--- config.mk ---
export PLATFORM = sky130hd
export DESIGN_NAME = gsa_gen_ctrl
export DESIGN_NICKNAME = d
export VERILOG_FILES = /design/src/gsa_pkg.sv /design/src/gsa_aux_if.sv /design/src/gsa_aux_relays.sv /design/src/gsa_gen_ctrl.sv
export SDC_FILE = /design/constraint.sdc
export NUM_CORES = 1
export LEC_CHECK = 0
export BUFFER_PORTS_ARGS = -buffer_cell sky130_fd_sc_hd__clkbuf_2
export CAP_MARGIN = 20
export CORE_MARGIN = 5
export CORE_UTILIZATION = 25
export DETAILED_ROUTE_END_ITERATION = 10
export PLACE_DENSITY_LB_ADDON = 0.1
export SETUP_SLACK_MARGIN = 0.3
export SYNTH_ARGS = -nofsm -noshare
export SYNTH_HDL_FRONTEND = slang
export SYNTH_SLANG_ARGS = --single-unit
--- constraint.sdc ---
create_clock -name clk_sys -period 13.1 [get_ports clk_sys]
set_clock_uncertainty 0.1 [all_clocks]
set_input_delay 0.655 -clock clk_sys [delete_from_list [all_inputs] [get_ports clk_sys]]
set_output_delay 0.655 -clock clk_sys [all_outputs]
set_load 0.005 [all_outputs]
--- src/gsa_pkg.sv ---
// Constants, types and register map of the generator start and auxiliary relay controller
package gsa_pkg;
	// ----------------------------------------------------------------
	// Timing
	// ----------------------------------------------------------------
	localparam int CLK_NS = 20;
	localparam int TENTH_S_NS = 100_000_000;
	localparam int TICK_CYC = (TENTH_S_NS + CLK_NS - 1) / CLK_NS;
	localparam int ABSORB_S = 7200;
	localparam int ABSORB_TICKS = ABSORB_S * 10;
	localparam logic [4:0] AUX_CLOSE_TICKS = 5'h14;
	localparam logic [4:0] AUX_OPEN_TICKS = 5'h01;
	localparam logic [7:0] XFER_TICKS = 8'hc8;
	localparam logic [7:0] STOP_PULSE_S = 8'h05;
	localparam logic [7:0] WARMUP_MIN_S = 8'h10;
	localparam logic [2:0] MAX_ATTEMPTS = 3'h5;
	// ----------------------------------------------------------------
	// Register offsets
	// ----------------------------------------------------------------
	localparam logic [7:0] OFS_CTRL = 8'h00;
	localparam logic [7:0] OFS_GEN_TIME = 8'h04;
	localparam logic [7:0] OFS_AUX0 = 8'h08;
	localparam logic [7:0] OFS_AUX1 = 8'h0c;
	localparam logic [7:0] OFS_AUX2 = 8'h10;
	localparam logic [7:0] OFS_BATT_LIM = 8'h14;
	localparam logic [7:0] OFS_BATT_CUT = 8'h18;
	localparam logic [7:0] OFS_STATUS = 8'h1c;
	// ----------------------------------------------------------------
	// Field positions
	// ----------------------------------------------------------------
	localparam int CTRL_GLOW_BIT = 0;
	localparam int CTRL_GEN_REQ_BIT = 1;
	localparam int CTRL_INV_EN_BIT = 2;
	localparam int CTRL_GRID_LSB = 4;
	localparam int GT_WARM_LSB = 0;
	localparam int GT_PRE_LSB = 8;
	localparam int GT_CRANK_LSB = 16;
	localparam int GT_POST_LSB = 24;
	localparam int HI_LSB = 16;
	// ----------------------------------------------------------------
	// Reset values (voltages in millivolts, bulk time in 10 minute units)
	// ----------------------------------------------------------------
	localparam logic [7:0] RST_WARMUP = 8'h3c;
	localparam logic [7:0] RST_PRECRANK = 8'h0a;
	localparam logic [3:0] RST_MAXCRANK = 4'ha;
	localparam logic [7:0] RST_POSTCRANK = 8'h1e;
	localparam logic [15:0] RST_AUX_SETPT = 16'h38a4;
	localparam logic [15:0] RST_AUX_HYST = 16'h03e8;
	localparam logic [15:0] RST_XFER_MV = 16'h2c24;
	localparam logic [15:0] RST_CUTIN_MV = 16'h30d4;
	localparam logic [15:0] RST_CUTOUT_MV = 16'h2af8;
	localparam logic [7:0] RST_BULK_TIME = 8'h00;
	// ----------------------------------------------------------------
	// Types
	// ----------------------------------------------------------------
	typedef enum logic [2:0] {
		GSA_IDLE = 3'h0, GSA_PRE = 3'h1, GSA_CRANK = 3'h3, GSA_POST = 3'h2,
		GSA_WARM = 3'h6, GSA_RUN = 3'h7, GSA_STOP = 3'h5, GSA_FAIL = 3'h4
	} gsa_gen_e;
	typedef enum logic [1:0] {
		GSA_SILENT = 2'h0, GSA_LOW_BATT_XFER = 2'h1, GSA_FLOAT = 2'h2, GSA_SELL = 2'h3
	} gsa_grid_e;
endpackage : gsa_pkg

--- src/gsa_aux_if.sv ---
// Bundle between the controller and its auxiliary relay bank
`timescale 1ns/1ns
interface gsa_aux_if #(parameter int N = 3);
	logic [N-1:0][15:0] setpt;
	logic [N-1:0][15:0] hyst;
	logic [15:0] comp;
	logic [15:0] batt_mv;
	logic tick;
	logic [N-1:0] relay;
	modport ctl (output setpt, output hyst, output comp, output batt_mv, output tick, input relay);
	modport aux (input setpt, input hyst, input comp, input batt_mv, input tick, output relay);
endinterface : gsa_aux_if

--- src/gsa_aux_relays.sv ---
// Bank of battery-voltage auxiliary relays with hysteresis and switching delays
`timescale 1ns/1ns
module gsa_aux_relays
	import gsa_pkg::*;
#(
	parameter int N = 3
) (
	input wire logic clk_sys,
	input wire logic rst_b,
	input wire logic clk_en,
	gsa_aux_if.aux ax
);
	typedef struct packed {
		logic [N-1:0] on;
		logic [N-1:0][4:0] dly;
	} gsa_aux_s;

	gsa_aux_s st;
	gsa_aux_s nxt;

	// ----------------------------------------------------------------
	// Per-relay comparison and delay
	// ----------------------------------------------------------------
	always_comb begin
		logic signed [17:0] sp_eff;
		logic signed [17:0] lo_eff;
		logic signed [17:0] v;
		logic want;
		sp_eff = '0;
		lo_eff = '0;
		v = $signed({2'h0, ax.batt_mv});
		want = 1'b0;
		nxt = st;
		for (int i = 0; i < N; i++) begin
			sp_eff = $signed({2'h0, ax.setpt[i]}) + $signed({{2{ax.comp[15]}}, ax.comp});
			lo_eff = sp_eff - $signed({2'h0, ax.hyst[i]});
			want = st.on[i] ? !(v < lo_eff) : (v > sp_eff);
			if (want == st.on[i]) begin
				nxt.dly[i] = 5'h00;
			end else if (ax.tick) begin
				// Change must persist for the whole delay or it is forgotten
				if (st.dly[i] + 5'h01 >= (want ? AUX_CLOSE_TICKS : AUX_OPEN_TICKS)) begin
					nxt.on[i] = want;
					nxt.dly[i] = 5'h00;
				end else begin
					nxt.dly[i] = st.dly[i] + 5'h01;
				end
			end
		end
	end

	// Runs from the controller clock and clock enable, whatever the inverter state
	always_ff @(posedge clk_sys or negedge rst_b) begin
		if (!rst_b) begin
			st <= '0;
		end else if (clk_en) begin
			st <= nxt;
		end
	end

	assign ax.relay = st.on;
endmodule : gsa_aux_relays

--- src/gsa_gen_ctrl.sv ---
// Generator start sequencer, low-battery transfer, bulk trigger and APB registers
`timescale 1ns/1ns
module gsa_gen_ctrl
	import gsa_pkg::*;
#(
	parameter int TICK_CYCLES = TICK_CYC,
	parameter int ABSORB_TENTHS = ABSORB_TICKS
) (
	input wire logic clk_sys,
	input wire logic rst_b,
	input wire logic clk_en,
	input wire logic psel,
	input wire logic penable,
	input wire logic pwrite,
	input wire logic [7:0] paddr,
	input wire logic [31:0] pwdata,
	output logic [31:0] prdata,
	output logic pready,
	output logic pslverr,
	input wire logic [15:0] batt_mv,
	input wire logic [15:0] temp_comp,
	input wire logic battery_temp_sensor,
	input wire logic gen_running,
	input wire logic utility_input,
	input wire logic [7:0] tod_10min,
	input wire logic absorb_reached,
	output logic gen_function_relay,
	output logic starter_crank_relay,
	output logic [2:0] aux_relay,
	output logic gen_load_connect,
	output logic gen_start_failed,
	output logic load_to_utility,
	output logic inverter_on,
	output logic bulk_start,
	output logic absorb_hold
);
	typedef struct packed {
		logic [2:0] sy_run;
		logic [2:0] sy_sens;
		logic [2:0] sy_util;
		logic run_s;
		logic sens_s;
		logic util_s;
		logic [31:0] tick_cnt;
		logic tick;
		logic glow;
		logic gen_req;
		logic inv_en;
		gsa_grid_e grid;
		logic [7:0] warm;
		logic [7:0] pre;
		logic [3:0] crank;
		logic [7:0] post;
		logic [2:0][15:0] setpt;
		logic [2:0][15:0] hyst;
		logic [15:0] xfer_mv;
		logic [15:0] cutin_mv;
		logic [15:0] cutout_mv;
		logic [7:0] bulk_t;
		gsa_gen_e gst;
		logic [11:0] tmr;
		logic [2:0] tries;
		logic fn_rly;
		logic st_rly;
		logic failed;
		logic load_con;
		logic xfer;
		logic [7:0] xfer_cnt;
		logic cutout_trip;
		logic inv_on;
		logic [7:0] tod_prev;
		logic bulk_pls;
		logic bulk_arm;
		logic absorb;
		logic [16:0] abs_cnt;
		logic pready;
		logic pslverr;
		logic [31:0] prdata;
	} gsa_ctrl_s;

	gsa_ctrl_s st;
	gsa_ctrl_s nxt;

	gsa_aux_if #(.N(3)) aux_bus ();

	// Seconds setting to tenth-second ticks
	function automatic logic [11:0] sec10(input logic [7:0] s);
		return {1'b0, s, 3'h0} + {3'h0, s, 1'h0};
	endfunction : sec10

	function automatic logic reg_hit(input logic [7:0] a);
		return a <= OFS_STATUS && a[1:0] == 2'h0;
	endfunction : reg_hit

	// ----------------------------------------------------------------
	// Next-state logic
	// ----------------------------------------------------------------
	always_comb begin
		logic [7:0] warm_eff;
		logic acc;
		logic wr;
		warm_eff = (st.warm < WARMUP_MIN_S) ? WARMUP_MIN_S : st.warm;
		acc = psel && penable;
		wr = acc && st.pready && pwrite && reg_hit(paddr);
		nxt = st;
		// Three-stage pin synchronisers, a change counts when stages two and three agree
		nxt.sy_run = {st.sy_run[1:0], gen_running};
		nxt.sy_sens = {st.sy_sens[1:0], battery_temp_sensor};
		nxt.sy_util = {st.sy_util[1:0], utility_input};
		if (st.sy_run[1] == st.sy_run[2]) nxt.run_s = st.sy_run[2];
		if (st.sy_sens[1] == st.sy_sens[2]) nxt.sens_s = st.sy_sens[2];
		if (st.sy_util[1] == st.sy_util[2]) nxt.util_s = st.sy_util[2];
		nxt.tick = 1'b0;
		nxt.tick_cnt = st.tick_cnt + 32'h1;
		if (st.tick_cnt >= 32'(TICK_CYCLES - 1)) begin
			nxt.tick_cnt = '0;
			nxt.tick = 1'b1;
		end
		// ------------------------------------------------------------
		// APB slave: one wait state, registered answer
		// ------------------------------------------------------------
		nxt.pready = acc && !st.pready;
		nxt.pslverr = acc && !st.pready && !reg_hit(paddr);
		if (acc && !st.pready) begin
			unique case (paddr)
				OFS_CTRL: nxt.prdata = 32'({st.grid, 1'b0, st.inv_en, st.gen_req, st.glow});
				OFS_GEN_TIME: nxt.prdata = {st.post, 4'h0, st.crank, st.pre, st.warm};
				OFS_AUX0: nxt.prdata = {st.hyst[0], st.setpt[0]};
				OFS_AUX1: nxt.prdata = {st.hyst[1], st.setpt[1]};
				OFS_AUX2: nxt.prdata = {st.hyst[2], st.setpt[2]};
				OFS_BATT_LIM: nxt.prdata = {st.cutin_mv, st.xfer_mv};
				OFS_BATT_CUT: nxt.prdata = {8'h00, st.bulk_t, st.cutout_mv};
				OFS_STATUS: nxt.prdata = 32'({st.gst == GSA_FAIL, st.run_s, st.absorb, st.inv_on,
					st.xfer, aux_bus.relay, st.tries, st.gst});
				default: nxt.prdata = 32'h0;
			endcase
		end
		if (wr) begin
			unique case (paddr)
				OFS_CTRL: begin
					nxt.glow = pwdata[CTRL_GLOW_BIT];
					nxt.gen_req = pwdata[CTRL_GEN_REQ_BIT];
					nxt.inv_en = pwdata[CTRL_INV_EN_BIT];
					nxt.grid = gsa_grid_e'(pwdata[CTRL_GRID_LSB +: 2]);
				end
				OFS_GEN_TIME: begin
					nxt.warm = pwdata[GT_WARM_LSB +: 8];
					nxt.pre = pwdata[GT_PRE_LSB +: 8];
					nxt.crank = pwdata[GT_CRANK_LSB +: 4];
					nxt.post = pwdata[GT_POST_LSB +: 8];
				end
				OFS_AUX0: {nxt.hyst[0], nxt.setpt[0]} = pwdata;
				OFS_AUX1: {nxt.hyst[1], nxt.setpt[1]} = pwdata;
				OFS_AUX2: {nxt.hyst[2], nxt.setpt[2]} = pwdata;
				OFS_BATT_LIM: {nxt.cutin_mv, nxt.xfer_mv} = pwdata;
				OFS_BATT_CUT: {nxt.bulk_t, nxt.cutout_mv} = pwdata[23:0];
				default: ;
			endcase
		end
		// ------------------------------------------------------------
		// Generator start sequencer
		// ------------------------------------------------------------
		if (st.tick) nxt.tmr = st.tmr + 12'h001;
		unique case (st.gst)
			GSA_IDLE: begin
				if (st.gen_req) begin
					nxt.gst = st.run_s ? GSA_WARM : GSA_PRE;
					nxt.tries = 3'h1;
				end
			end
			GSA_PRE: begin
				if (!st.gen_req) nxt.gst = GSA_IDLE;
				else if (st.tmr >= sec10(st.pre)) nxt.gst = GSA_CRANK;
			end
			GSA_CRANK: begin
				if (st.run_s) nxt.gst = GSA_WARM;
				else if (!st.gen_req || st.tmr >= sec10({4'h0, st.crank})) nxt.gst = GSA_POST;
			end
			GSA_POST: begin
				if (st.run_s) begin
					nxt.gst = GSA_WARM;
				end else if (!st.gen_req) begin
					nxt.gst = GSA_IDLE;
				end else if (st.tmr >= sec10(st.post)) begin
					// Give up after the fifth failed attempt
					if (st.tries < MAX_ATTEMPTS) begin
						nxt.gst = GSA_PRE;
						nxt.tries = st.tries + 3'h1;
					end else begin
						nxt.gst = GSA_FAIL;
					end
				end
			end
			GSA_WARM: begin
				if (!st.gen_req || !st.run_s) nxt.gst = GSA_STOP;
				else if (st.tmr >= sec10(warm_eff)) nxt.gst = GSA_RUN;
			end
			GSA_RUN: begin
				if (!st.gen_req || !st.run_s) nxt.gst = GSA_STOP;
			end
			GSA_STOP: begin
				if (st.tmr >= sec10(STOP_PULSE_S)) nxt.gst = GSA_IDLE;
			end
			GSA_FAIL: begin
				if (!st.gen_req) nxt.gst = GSA_IDLE;
			end
		endcase
		if (nxt.gst != st.gst) nxt.tmr = '0;
		// Follow a fresh function write at once so relay and setting never disagree
		if (nxt.glow) begin
			// One output serves as preheat before cranking and as stop pulse
			nxt.fn_rly = nxt.gst == GSA_PRE || nxt.gst == GSA_STOP;
		end else begin
			nxt.fn_rly = nxt.gst inside {GSA_PRE, GSA_CRANK, GSA_POST, GSA_WARM, GSA_RUN};
		end
		nxt.st_rly = nxt.gst == GSA_CRANK;
		nxt.load_con = nxt.gst == GSA_RUN;
		nxt.failed = nxt.gst == GSA_FAIL;
		// ------------------------------------------------------------
		// Low-battery transfer and inverter cut-out, uncompensated
		// ------------------------------------------------------------
		if (!(st.grid inside {GSA_LOW_BATT_XFER, GSA_FLOAT}) || !st.util_s) begin
			nxt.xfer = 1'b0;
			nxt.xfer_cnt = '0;
		end else if (st.xfer) begin
			if (batt_mv >= st.cutin_mv) nxt.xfer = 1'b0;
			nxt.xfer_cnt = '0;
		end else if (batt_mv >= st.xfer_mv) begin
			nxt.xfer_cnt = '0;
		end else if (st.tick) begin
			nxt.xfer_cnt = st.xfer_cnt + 8'h01;
			if (st.xfer_cnt + 8'h01 >= XFER_TICKS) nxt.xfer = 1'b1;
		end
		if (batt_mv < st.cutout_mv) nxt.cutout_trip = 1'b1;
		else if (batt_mv >= st.cutin_mv) nxt.cutout_trip = 1'b0;
		nxt.inv_on = st.inv_en && !nxt.cutout_trip;
		// ------------------------------------------------------------
		// Daily bulk trigger and absorption hold
		// ------------------------------------------------------------
		nxt.tod_prev = tod_10min;
		nxt.bulk_pls = st.bulk_t != 8'h00 && tod_10min == st.bulk_t && st.tod_prev != tod_10min
			&& st.util_s;
		if (st.bulk_arm && absorb_reached) begin
			nxt.bulk_arm = 1'b0;
			nxt.absorb = 1'b1;
			nxt.abs_cnt = '0;
		end else if (st.absorb && st.tick) begin
			nxt.abs_cnt = st.abs_cnt + 17'h00001;
			if (st.abs_cnt >= 17'(ABSORB_TENTHS - 1)) nxt.absorb = 1'b0;
		end
		// A new trigger wins over consuming the old one in the same cycle
		if (nxt.bulk_pls) nxt.bulk_arm = 1'b1;
	end

	always_ff @(posedge clk_sys or negedge rst_b) begin
		if (!rst_b) begin
			st <= '0;
			st.glow <= 1'b0;
			st.grid <= GSA_SILENT;
			st.gst <= GSA_IDLE;
			st.warm <= RST_WARMUP;
			st.pre <= RST_PRECRANK;
			st.crank <= RST_MAXCRANK;
			st.post <= RST_POSTCRANK;
			st.setpt <= {3{RST_AUX_SETPT}};
			st.hyst <= {3{RST_AUX_HYST}};
			st.xfer_mv <= RST_XFER_MV;
			st.cutin_mv <= RST_CUTIN_MV;
			st.cutout_mv <= RST_CUTOUT_MV;
			st.bulk_t <= RST_BULK_TIME;
		end else if (clk_en) begin
			st <= nxt;
		end
	end

	// ----------------------------------------------------------------
	// Auxiliary relay bank
	// ----------------------------------------------------------------
	assign aux_bus.setpt = st.setpt;
	assign aux_bus.hyst = st.hyst;
	assign aux_bus.comp = st.sens_s ? temp_comp : 16'h0000;
	assign aux_bus.batt_mv = batt_mv;
	assign aux_bus.tick = st.tick;

	gsa_aux_relays #(.N(3)) u_aux (
		.clk_sys(clk_sys),
		.rst_b(rst_b),
		.clk_en(clk_en),
		.ax(aux_bus.aux)
	);

	assign prdata = st.prdata;
	assign pready = st.pready;
	assign pslverr = st.pslverr;
	assign gen_function_relay = st.fn_rly;
	assign starter_crank_relay = st.st_rly;
	assign aux_relay = aux_bus.relay;
	assign gen_load_connect = st.load_con;
	assign gen_start_failed = st.failed;
	assign load_to_utility = st.xfer;
	assign inverter_on = st.inv_on;
	assign bulk_start = st.bulk_pls;
	assign absorb_hold = st.absorb;
endmodule : gsa_gen_ctrl

==> run_summary.xml <==
<?xml version="1.0" encoding="UTF-8"?>
<metrics>
  <group name="status">
    <metric name="run_status" unit="">complete, no violations</metric>
  </group>
  <group name="timing">
    <metric name="layout_worst_path_cycle_share" unit="%">58.9</metric>
    <metric name="tightest_slew" unit="ps">1090</metric>
    <metric name="period_minus_ws_final" unit="ps">7720</metric>
    <metric name="slew_headroom" unit="%">26.6</metric>
    <metric name="hold_violations" unit="">0</metric>
    <metric name="final-max-slew-violation-count" unit="">0</metric>
    <metric name="setup-tns-final" unit="ps">0</metric>
    <metric name="grt_setup_unrepaired" unit="">false</metric>
    <metric name="maxClockFrequency" unit="MHz">130</metric>
    <metric name="report.final.setup_viol" unit="">0</metric>
  </group>
  <group name="synthesis">
    <metric name="synth.ff_latch_count" unit="">343</metric>
    <metric name="synth_ff_type" unit="">dfrtp_1</metric>
    <metric name="synth_top_area_share" unit="%">25.9</metric>
    <metric name="yosysMostFrequentCell" unit="">ha_1</metric>
    <metric name="postSynthCellCount" unit="">2853</metric>
    <metric name="largest_family_of_logic_cells_by_synthesized_area" unit="">compound AO/OA/AOI/OAI gates</metric>
    <metric name="synthMuxAreaShare" unit="%">9.18</metric>
    <metric name="async_flop_share" unit="%">100</metric>
    <metric name="synth_adder_area_share" unit="%">14.8</metric>
    <metric name="syn_area" unit="sq um">26700</metric>
    <metric name="synth.lib_cells_used.distinct" unit="">91</metric>
    <metric name="ys.warnings.count" unit="">0</metric>
    <metric name="synth_edf_count" unit="">0</metric>
    <metric name="synth_compound_gate_area_share" unit="%">19.4</metric>
    <metric name="largest_area_contributor_in_the_synthesized_netlist" unit="">dfrtp_1</metric>
    <metric name="synth_area_per_cell" unit="sq um">9.35</metric>
    <metric name="synthTopCellsByCount" unit="">ha_1 (302), dfrtp_1 (276), inv_1 (213)</metric>
    <metric name="synth_simple_gate_area_share" unit="%">12.2</metric>
    <metric name="synthTopCellsByArea" unit="">dfrtp_1 (26%), ha_1 (14%), mux2_2 (8.8%), dfstp_2 (6.6%), xor2_1 (3.4%)</metric>
    <metric name="xor_xnor_cell_area_share_of_the_yosys_netlist" unit="%">6.17</metric>
    <metric name="syn-num-nets" unit="">3252</metric>
    <metric name="ys_seq_area_share" unit="%">32.5</metric>
  </group>
  <group name="power_and_ir_drop">
    <metric name="share_seq_of_total_power" unit="%">30.4</metric>
    <metric name="power.density" unit="nW/um^2">130</metric>
    <metric name="total_leakage_power" unit="nW">14.0</metric>
    <metric name="sw_power" unit="mW">1.47</metric>
    <metric name="share_comb_of_total_power" unit="%">35.1</metric>
    <metric name="power_frac_clock" unit="%">34.6</metric>
    <metric name="irDropWorstVdd" unit="mV">0.0879</metric>
    <metric name="p_int" unit="mW">2.47</metric>
    <metric name="switching_share" unit="%">37.2</metric>
  </group>
  <group name="clock_tree">
    <metric name="ctsRootBufferMaster" unit="">clkbuf_16</metric>
    <metric name="ctsHoldBuffers" unit="">1</metric>
    <metric name="cts.repair_timing.setup_buffer_count" unit="">0</metric>
    <metric name="h-tree-depth" unit="">2</metric>
    <metric name="numClockSinks" unit="">343</metric>
    <metric name="clk_latency" unit="ps">620</metric>
    <metric name="tritoncts_buffers" unit="">48</metric>
    <metric name="clockBufferDepth" unit="">3</metric>
    <metric name="cts_resized" unit="">0</metric>
    <metric name="clkTransAtPathRegs" unit="ps">60</metric>
    <metric name="cts_tree" unit="">yes</metric>
  </group>
  <group name="placed_design">
    <metric name="numPlacedInstances" unit="">4259</metric>
    <metric name="dpl.hpwl" unit="um">77300</metric>
    <metric name="routabilityCongestion" unit="">0.844</metric>
    <metric name="placement.io_buffers" unit="">134</metric>
  </group>
  <group name="global_routing">
    <metric name="grt_max_degree" unit="">153</metric>
    <metric name="grt-ovfl-total" unit="">0</metric>
    <metric name="vias_in_the_first_global_route" unit="">22150</metric>
    <metric name="grt.total_usage" unit="%">17.3</metric>
    <metric name="grt_pass1_wl" unit="um">147000</metric>
    <metric name="antenna_found_initial" unit="">8</metric>
  </group>
  <group name="min_path">
    <metric name="worst_hold_check_path_type" unit="">input pin to flip-flop</metric>
  </group>
  <group name="worst_setup_path">
    <metric name="critical_path_arrival" unit="ps">8150</metric>
    <metric name="worst-path-max-fanout" unit="">18</metric>
    <metric name="crit_slowest_cell" unit="">dfrtp_2</metric>
    <metric name="path_buf_inv" unit="">0</metric>
    <metric name="crit_required" unit="ps">13530</metric>
    <metric name="crit_type" unit="">flip-flop to flip-flop</metric>
    <metric name="crit_path_max_cell_delay" unit="ps">570</metric>
    <metric name="end_kind" unit="">flip-flop</metric>
    <metric name="cpMostUsedCell" unit="">a21oi_1</metric>
    <metric name="worst_path_dominant_cell_family" unit="">compound AO/OA/AOI/OAI gates</metric>
    <metric name="reg2reg_slack" unit="ps">5380</metric>
    <metric name="crit_path_launch_type" unit="">flip-flop</metric>
  </group>
  <group name="floorplan">
    <metric name="die-width" unit="um">337</metric>
    <metric name="core_rows" unit="">119</metric>
    <metric name="start_util" unit="%">25.3</metric>
    <metric name="die_y" unit="um">337</metric>
    <metric name="floorplan.core_area" unit="sq um">106000</metric>
    <metric name="dieArea" unit="sq um">113000</metric>
    <metric name="design.portCount" unit="">135</metric>
  </group>
  <group name="routing">
    <metric name="wire_per_inst" unit="um">23.1</metric>
    <metric name="drt-total-wl" unit="um">101000</metric>
    <metric name="first_iter_violations" unit="">1435</metric>
    <metric name="viasPerCell" unit="">5.05</metric>
    <metric name="drc_errors" unit="">0</metric>
    <metric name="antenna_left" unit="">0</metric>
    <metric name="detailedRoute.firstPassIterationCount" unit="">5</metric>
    <metric name="detailroute.via_count" unit="">21977</metric>
  </group>
  <group name="layout">
    <metric name="synthToLayoutAreaGrowth" unit="%">13.5</metric>
    <metric name="design.final.nets" unit="">3318</metric>
    <metric name="layout.cells.non_filler" unit="">4353</metric>
    <metric name="utilization" unit="%">28.7</metric>
    <metric name="layout-drive-gt1-share" unit="%">19.0</metric>
  </group>
  <group name="run">
    <metric name="drv.max_cap_violation_count" unit="">0</metric>
  </group>
</metrics>
==> flip-flops by register name (all words and copies together), names as in the netlist, 3 cells and up <==
| register | cells |
|---|---|
| aux_bus.hyst | 48 |
| aux_bus.setpt | 48 |
| nxt | 6 |
| prdata | 32 |
| st | 180 |
| u_aux.ax.relay | 3 |
| u_aux.st | 15 |
==> cell families after synthesis <==
family	count (synthesis)
AO/OA/AOI/OAI	763
AND/OR/NAND/NOR	670
buffers and inverters	359
flip-flops	343
adder cells (fa/ha/maj)	312
multiplexers	218
XOR/XNOR	188
==> final timing paths <==
kind                        startpoint                  to  cells after the start
min reg2reg                 prdata[28]          prdata[28]                      2
min in group asynchronous        rst_b  gen_function_relay                      2
max reg2reg                    st[314]        u_aux.st[12]                     33
min                        gen_running            nxt[323]                      2
max in group asynchronous        rst_b         u_aux.st[0]                      3
max                            st[314]        u_aux.st[12]                     33
==> layout by cell type (no fill, tap or decap), types with 12 or more instances in the layout <==
cell type,synthesis,routed
dfstp_2,67,67
a21o_1,114,114
or2_2,16,16
ha_1,302,302
mux2_2,208,208
a21oi_1,168,168
o21ai_0,151,151
inv_1,213,213
a22o_1,27,27
nor2_1,178,173
a221oi_1,25,25
buf_4,38,23
o211ai_1,14,14
xor2_1,104,104
a31oi_1,33,33
nand2_1,171,169
clkbuf_2,0,132
or3_1,14,14
and3_1,24,24
a211oi_1,16,16
o21bai_1,16,16
clkbuf_16,0,48
nand2b_1,38,38
dfrtp_1,276,275
nor2b_1,37,37
nor3_1,43,42
clkbuf_8,0,12
nand3_1,52,52
xnor2_1,84,84
a22oi_1,43,43
clkinv_2,0,12
nand4_1,35,35
o2bb2ai_1,13,13
o21a_1,31,31
and2_1,20,20
==> area by class of cell <==
cell class | count | area, sq um
Antenna cell | 4 | 10.0
Timing Repair Buffer | 159 | 883
Tap cell | 1391 | 1740
Clock buffer | 67 | 1390
Inverter | 216 | 811
Multi-Input combinational cell | 2151 | 16500
Fill cell | 11079 | 75300
Sequential cell | 343 | 8670
Clock inverter | 22 | 244
==> through the flow <==
stage | hold slack (ps) | worst slack [ps] | power, mW | area [sq um]
after floorplan | 259 | 5780 | 2.18 | 26700
after global placement | 358 | 5180 | 2.58 | 28600
after detailed placement | 369 | 5080 | 2.60 | 28600
after CTS | 127 | 5290 | 4.00 | 30300
after global routing | 147 | 4660 | 4.21 | 30300
final | 172 | 5380 | 3.94 | 30300
==> layer usage <==
layer,global-route usage (%),up-vias,share of wire [%]
met3,1.76,82,3.5
li1,-,10431,-
met4,3.99,0,2.0
met2,28.3,401,46
met1,24.8,11063,49
met5,0,-,0
==> power by group through the flow <==
stage | sequential [mW] | clock, mW | combinational [mW]
after floorplan | 1.16 | 0 | 1.02
after global placement | 1.21 | 0 | 1.36
after detailed placement | 1.21 | 0 | 1.39
after CTS | 1.20 | 1.41 | 1.39
after global routing | 1.20 | 1.44 | 1.56
final | 1.20 | 1.36 | 1.38
Note: power is estimated with default switching activity, not from simulation.
